## config.mk

```make
export PLATFORM = sky130hd
export DESIGN_NAME = p3qb_port
export DESIGN_NICKNAME = d
export VERILOG_FILES = /design/src/core/p3qb_reset_qual.v /design/src/core/p3qb_port.v
export VERILOG_INCLUDE_DIRS = /design/src /design/src/core
export SDC_FILE = /design/constraint.sdc
export NUM_CORES = 1
export LEC_CHECK = 0
export ABC_CLOCK_PERIOD_IN_PS = 2000
export BUFFER_PORTS_ARGS = -buffer_cell sky130_fd_sc_hd__buf_2
export CORE_AREA = 2 2 87 89
export DETAILED_ROUTE_END_ITERATION = 16
export DIE_AREA = 0 0 89 91
export PLACE_DENSITY_LB_ADDON = 0.1
export REMOVE_ABC_BUFFERS = 1
export SYNTH_ARGS = -nofsm -noshare
export SYNTH_HDL_FRONTEND = slang
export SYNTH_SLANG_ARGS = --single-unit
```

## constraint.sdc

```tcl
create_clock -name clock -period 2 [get_ports clock]
set_input_delay 0.4 -clock clock [delete_from_list [all_inputs] [get_ports clock]]
set_output_delay 0.4 -clock clock [all_outputs]
set_load 0.02 [all_outputs]
```

## src/core/p3qb_map.vh

```
`ifndef P3QB_MAP_VH
`define P3QB_MAP_VH
// ----------------------------------------
// Port three constants
// ----------------------------------------
`define P3QB_WIDTH 8
`define P3QB_LATCH_RESET 8'hff
`define P3QB_RESET_CYCLES 16
`define P3QB_BOOST_CYCLES 1
`define P3QB_BIT_RXD 0
`define P3QB_BIT_TXD 1
`define P3QB_BIT_IRQ0 2
`define P3QB_BIT_IRQ1 3
`define P3QB_BIT_T0 4
`define P3QB_BIT_T1 5
`define P3QB_BIT_WR 6
`define P3QB_BIT_RD 7
`endif

```

## src/core/p3qb_reset_qual.v

```verilog
`default_nettype none
// ----------------------------------------
// Reset pin qualifier
// ----------------------------------------
module p3qb_reset_qual #(
	parameter HOLD_CYCLES = 16
) (
	input wire clock,
	input wire rst,
	input wire resetPin,
	output reg deviceReset
);
	reg pinMeta;
	reg pinSync;
	reg [4:0] holdCount;
	// The last count is reached on the fifteenth high sample of the synchronised pin; the sixteenth asserts the reset
	localparam [4:0] HOLD_LAST = HOLD_CYCLES - 1;
	always @(posedge clock or posedge rst) begin
		if (rst) begin
			pinMeta <= 1'b0;
			pinSync <= 1'b0;
			holdCount <= 5'h00;
			deviceReset <= 1'b0;
		end else begin
			pinMeta <= resetPin;
			pinSync <= pinMeta;
			// Any low cycle restarts the count, so glitches never reset the core
			if (!pinSync) begin
				holdCount <= 5'h00;
				deviceReset <= 1'b0;
			end else if (holdCount != HOLD_LAST) begin
				holdCount <= holdCount + 5'h01;
				deviceReset <= 1'b0;
			end else begin
				deviceReset <= 1'b1;
			end
		end
	end
endmodule
`default_nettype wire

```

## src/core/p3qb_port.v

```verilog
// Notes on behaviour
// - The core resets only after the reset pin stays high for 16 clock cycles in a row.
// - A pin whose latch holds one is only weakly pulled high and may be overridden outside.
// - Software writes one to a latch before using the pin as input, then reads the pin level.
// - A low-to-high output change turns on the strong pull-up for exactly one clock.
// - Each pin also carries a secondary function chosen by the peripheral that uses it.
// - Pin zero delivers serial receive data to the serial receiver.
// - Pin one carries the serial transmitter output.
// - Pin two feeds the first external interrupt and the timer zero gate.
// - Pin three feeds the second external interrupt and the timer one gate.
// - Pin four is the timer zero external count input.
// - Pin five is the timer one external count input.
// - Pin six is the write strobe under which external memory takes the port zero byte.
// - Pin seven is the read strobe under which external memory drives port zero.
`include "p3qb_map.vh"
`default_nettype none
module p3qb_port #(
	parameter WIDTH = `P3QB_WIDTH,
	parameter RESET_CYCLES = `P3QB_RESET_CYCLES
) (
	input wire clock,
	input wire rst,
	input wire resetPin,
	output reg coreReset,
	input wire [WIDTH-1:0] latchWriteData,
	input wire latchWrite,
	output reg [WIDTH-1:0] latchValue,
	output reg [WIDTH-1:0] pinReadValue,
	input wire [WIDTH-1:0] portThreePinsIn,
	output reg [WIDTH-1:0] portThreePinsPullDown,
	output reg [WIDTH-1:0] portThreePinsStrongUp,
	input wire serialTxData,
	input wire serialTxActive,
	output reg serialRxData,
	output reg extIrqZero,
	output reg extIrqOne,
	output reg timerZeroGate,
	output reg timerOneGate,
	output reg timerZeroCountIn,
	output reg timerOneCountIn,
	input wire extWriteStrobe,
	input wire extReadStrobe
);
	// ----------------------------------------
	// Reset qualifier
	// ----------------------------------------
	wire qualifiedReset;
	p3qb_reset_qual #(
		.HOLD_CYCLES(RESET_CYCLES)
	) resetQual (
		.clock(clock),
		.rst(rst),
		.resetPin(resetPin),
		.deviceReset(qualifiedReset)
	);
	// The port follows coreReset rather than the raw qualifier, so the latch
	// and the pins reinitialise on the edge that software sees the reset
	wire portReset;
	assign portReset = rst | coreReset;

	always @(posedge clock or posedge rst) begin
		if (rst) begin
			coreReset <= 1'b1;
		end else begin
			coreReset <= qualifiedReset;
		end
	end

	// ----------------------------------------
	// Secondary outputs
	// ----------------------------------------
	// Strobes arrive active high and pull their pin low; an idle secondary
	// output sits at one so that the latch alone sets the level
	reg [WIDTH-1:0] altOut;
	always @* begin
		altOut = {WIDTH{1'b1}};
		if (serialTxActive) begin
			altOut[`P3QB_BIT_TXD] = serialTxData;
		end
		if (extWriteStrobe) begin
			altOut[`P3QB_BIT_WR] = 1'b0;
		end
		if (extReadStrobe) begin
			altOut[`P3QB_BIT_RD] = 1'b0;
		end
	end

	// ----------------------------------------
	// Per-pin latch and drivers
	// ----------------------------------------
	localparam [WIDTH-1:0] LATCH_INIT = `P3QB_LATCH_RESET;
	wire [WIDTH-1:0] driveLevel;
	reg [WIDTH-1:0] lastDrive;
	genvar outIdx;
	generate
		for (outIdx = 0; outIdx < WIDTH; outIdx = outIdx + 1) begin : driveSlice
			reg next_latch;
			reg next_pullDown;
			reg next_strongUp;

			// Latch and secondary output meet as a wired AND on the pin
			assign driveLevel[outIdx] = latchValue[outIdx] & altOut[outIdx];

			always @* begin
				next_latch = latchValue[outIdx];
				if (latchWrite) begin
					next_latch = latchWriteData[outIdx];
				end
			end

			always @* begin
				// High pins rest on the weak pull-up so outside logic can win
				next_pullDown = ~driveLevel[outIdx];
				// Only a rising level boosts; lastDrive catches up one clock later
				next_strongUp = driveLevel[outIdx] & ~lastDrive[outIdx];
			end

			// A write lands on the next edge and reaches the pin one edge after
			always @(posedge clock or posedge portReset) begin
				if (portReset) begin
					latchValue[outIdx] <= LATCH_INIT[outIdx];
				end else begin
					latchValue[outIdx] <= next_latch;
				end
			end

			always @(posedge clock or posedge portReset) begin
				if (portReset) begin
					lastDrive[outIdx] <= LATCH_INIT[outIdx];
					portThreePinsPullDown[outIdx] <= 1'b0;
					portThreePinsStrongUp[outIdx] <= 1'b0;
				end else begin
					lastDrive[outIdx] <= driveLevel[outIdx];
					portThreePinsPullDown[outIdx] <= next_pullDown;
					portThreePinsStrongUp[outIdx] <= next_strongUp;
				end
			end
		end
	endgenerate

	// ----------------------------------------
	// Pin input synchroniser
	// ----------------------------------------
	// Pins are asynchronous to the core clock, so two stages come before any use
	// Only the second stage is read; the first may still be settling
	reg [WIDTH-1:0] pinMeta;
	reg [WIDTH-1:0] pinSync;

	genvar inIdx;
	generate
		for (inIdx = 0; inIdx < WIDTH; inIdx = inIdx + 1) begin : syncSlice
			always @(posedge clock or posedge rst) begin
				if (rst) begin
					pinMeta[inIdx] <= 1'b1;
					pinSync[inIdx] <= 1'b1;
				end else begin
					pinMeta[inIdx] <= portThreePinsIn[inIdx];
					pinSync[inIdx] <= pinMeta[inIdx];
				end
			end

			// A read costs a third clock but keeps every user on one sample
			always @(posedge clock or posedge rst) begin
				if (rst) begin
					pinReadValue[inIdx] <= 1'b1;
				end else begin
					pinReadValue[inIdx] <= pinSync[inIdx];
				end
			end
		end
	endgenerate

	// ----------------------------------------
	// Serial receive
	// ----------------------------------------
	// Idles high like a stopped serial line
	always @(posedge clock or posedge rst) begin
		if (rst) begin
			serialRxData <= 1'b1;
		end else begin
			serialRxData <= pinSync[`P3QB_BIT_RXD];
		end
	end

	// ----------------------------------------
	// Interrupts and timer gates
	// ----------------------------------------
	// Each request and its gate see the same sample so they never disagree
	always @(posedge clock or posedge rst) begin
		if (rst) begin
			extIrqZero <= 1'b1;
			timerZeroGate <= 1'b1;
			extIrqOne <= 1'b1;
			timerOneGate <= 1'b1;
		end else begin
			extIrqZero <= pinSync[`P3QB_BIT_IRQ0];
			timerZeroGate <= pinSync[`P3QB_BIT_IRQ0];
			extIrqOne <= pinSync[`P3QB_BIT_IRQ1];
			timerOneGate <= pinSync[`P3QB_BIT_IRQ1];
		end
	end

	// ----------------------------------------
	// Timer count inputs
	// ----------------------------------------
	// Counters do their own edge detection on these levels
	always @(posedge clock or posedge rst) begin
		if (rst) begin
			timerZeroCountIn <= 1'b1;
			timerOneCountIn <= 1'b1;
		end else begin
			timerZeroCountIn <= pinSync[`P3QB_BIT_T0];
			timerOneCountIn <= pinSync[`P3QB_BIT_T1];
		end
	end

endmodule
`default_nettype wire

```

==> results by group <==
Min path
  – HP Class: in2async

Timing
  – Peak Freq: between 0.5 and 0.6 GHz
  – Max-slew violation count: 0
  – PnR worst setup slack: 0.267 ns
  – Final setup violation count: 0
  – Rel. slew slack: 0.708
  – Worst Max-Slew Pin Slew: 0.438 ns
  – Clk_skew: 0.00597 ns
  – Time the worst path needs with I/O delays and setup: 1.73 ns
  – Final Cycle Share: 0.867
  – Final hold violations: 0
  – RSZ-0062 raised after global routing: no
  – Setup TNS: 0 ns

Setup path
  – Path depth of the worst reg2reg path: 6
  – Critical path endpoint category: flop
  – CP startpoint kind: flop
  – Crit-path cells: ha_1 > and3_1 > ha_1 > nand2b_1 > xnor2_1 > and2_1
  – CP Data Arrival Time: 1.95 ns
  – CP Depth: 6
  – Setup slack, reg-to-reg: 0.27 ns
  – CP Class: reg2reg
  – CP top delay family: simple AND/OR/NAND/NOR gates
  – Critical path startpoint: resetQual.holdCount[0]$_DFFE_PP0P_
  – Worst path slowest cell: dfrtp_1
  – Number of buffers and inverters on the critical path: 0
  – RR Endpoint: resetQual.holdCount[2]$_DFFE_PP0P_
  – Worst endpoint required time: 2.21 ns
  – Crit Reg-Reg Startpoint: resetQual.holdCount[0]$_DFFE_PP0P_
  – Slowest Stage Delay on Critical Path: between 0.4 and 0.5 ns
  – Worst-path fanout max: 7
  – Critical Path Most Common Cell: ha_1

Synth
  – #FFs+latches synth: between 60 and 70
  – Post-synthesis compound-gate area fraction: 0.0167
  – Post-synthesis adder-cell area fraction: 0.0119
  – Syn_area_per_cell: ~16 um2
  – Synth unique cells: 18
  – XOR/XNOR share of the synthesized area: 0.0125
  – Post-synthesis simple-gate area fraction: 0.0680
  – Synth Warn #: 0
  – Multiplexer area fraction after synthesis: 0.0209
  – Combinational family with the most area after synthesis: buffers and inverters
  – Sequential area share after synthesis: 0.800
  – Syn Inst Count: 132
  – Mapped Area: 0.00210 mm2

Clock network
  – Post-cts gate resize count: 0
  – Clk_lat worst skew: about 0.33 ns
  – CTS Root Cell: clkbuf_8
  – Setup bufs post-CTS: 0
  – Clock Sinks: 65
  – H-tree levels: 3
  – Clock Pin Slew Worst Setup and Hold Paths: 0.07 ns
  – CTS tree: done
  – CTS Hold Buffers Added: 0
  – Clock Tree Buf Depth: 2
  – CTS Buf Count: 9

Place
  – Post-DP HPWL: 2350 um
  – Pre-CTS setup slack: roughly 0.27 ns
  – # port buffers: 63
  – GP Congestion: about 0.7

Global route
  – GR Overflow Total: 0
  – Largest net degree at the start of global routing: 33
  – Vias in the first global route: 1198
  – Tot GR Track Use: 0.0960
  – Initial antenna violation count: 0
  – First-pass GRT wire length: about 5600 um

Layout
  – N_diodes: 0
  – Share of cells above drive strength 1: 0.625
  – Area growth syn-to-layout: 25.6%
  – Commonest non-fill, non-tap cell in the layout: buf_2
  – Most frequent cells in the layout: buf_2, dfstp_2, dfrtp_1, inv_1, clkbuf_8
  – Nets: approximately 220

Drt
  – Via density per instance: 3.76
  – Routed wire length: ~3300 um
  – DR vias: between 1000 and 1500
  – Pre-Repair DR Iteration Count: 4
  – DR iter-0 viols: 21
  – Wirelength per Cell: about 11 um
  – ANT nets after route: 0
  – DRC: 0

Floorplan
  – Starting Density: 0.294
  – Die width: 89 um
  – Die ar.: about 0.008 mm2
  – Core area: between 0.007 and 0.008 mm2
  – Rows: 31
  – Number of I/O pins: 64
  – Die Ht: 91 um

Run
  – Max-Cap Viols: 0

Power
  – Pwr per Cell Area: just over 1000 mW/mm2
  – Static leakage: 1.28 nW
  – Peak VDD IR: slightly below 0.5 mV

Outcome
  – Run status: completed
cell type report:
class	count	area (um2)
fillers	727	4500
flip-flops and latches	65	1680
repair buffers	66	338
multi-input cells	42	280
clock buffers	14	163
well taps	99	124
inverters	11	41.3
clock inverters	2	11.3
worst max path at each step:
| stage | to |
|---|---|
| after global placement | resetQual.holdCount[3]$_DFFE_PP0P_ |
| after floorplan | portThreePinsPullDown[0]$_DFF_PP0_ |
| after CTS | resetQual.holdCount[2]$_DFFE_PP0P_ |
| final | resetQual.holdCount[2]$_DFFE_PP0P_ |
| after global routing | resetQual.holdCount[2]$_DFFE_PP0P_ |
| after detailed placement | resetQual.holdCount[3]$_DFFE_PP0P_ |
kinds of logic after synthesis:
family	after synthesis
DFF	65
and+or+nand+nor	26
buffers and inverters	25
AOI/OAI and AO/OA	7
muxes	4
xor gates and xnor gates	3
adders and majority gates	2
sequential cells by signal, summed over array words and instances (netlist names):
signal / count
coreReset: 1
lastDrive: 8
latchValue: 8
pinMeta: 8
pinReadValue: 8
pinSync: 8
portThreePinsPullDown: 8
portThreePinsStrongUp: 8
resetQual.deviceReset: 1
resetQual.holdCount: 5
resetQual.pinMeta: 1
resetQual.pinSync: 1
synthesized netlist by cell type:
cell | n | area share
buf_6 | 1 | 0.0054
inv_1 | 11 | 0.020
dfrtp_1 | 24 | 0.29
mux2_2 | 3 | 0.016
ha_1 | 2 | 0.012
o21ai_0 | 7 | 0.017
nor2b_1 | 1 | 0.0030
buf_2 | 1 | 0.0024
and3_1 | 1 | 0.0030
nand4b_4 | 1 | 0.011
buf_4 | 12 | 0.043
mux2i_1 | 1 | 0.0048
nand2b_1 | 3 | 0.0089
xnor2_1 | 3 | 0.013
nor2_1 | 9 | 0.016
dfstp_2 | 41 | 0.51
and2_1 | 5 | 0.015
nand2_1 | 6 | 0.011
worst register-to-register path, stage by stage, from the launching register on:
cell	delay, ns
dfrtp_1	0.43
ha_1	0.24
and3_1	0.18
ha_1	0.27
nand2b_1	0.20
xnor2_1	0.13
and2_1	0.16
through the flow:
stage	hold slack, ns	util	instances	cell area [um2]	total power, mW
6_report	0.0958	0.369	299	2640	2.68
3_3_place_gp	0.334	0.345	283	2460	1.74
5_1_grt	0.123	0.369	299	2640	2.83
4_1_cts	0.0930	0.369	299	2640	2.74
3_5_place_dp	0.337	0.345	283	2460	1.75
2_1_floorplan	0.331	-	118	1990	1.64
power breakdown:
| group | switching, mW | internal, mW | leakage [nW] |
|---|---|---|---|
| Sequential | 0.0375 | 1.45 | 0.726 |
| Clock | 0.443 | 0.518 | 0.0910 |
| Combinational | 0.158 | 0.0827 | 0.458 |
layer usage:
layer / global-route usage / wire length, um
met1: 0.108 / 1360
met2: 0.139 / 1590
met3: 0.0527 / 313
met5: 0 / 0
met4: 0.0609 / 77
Power figures use the tool's default switching activity.
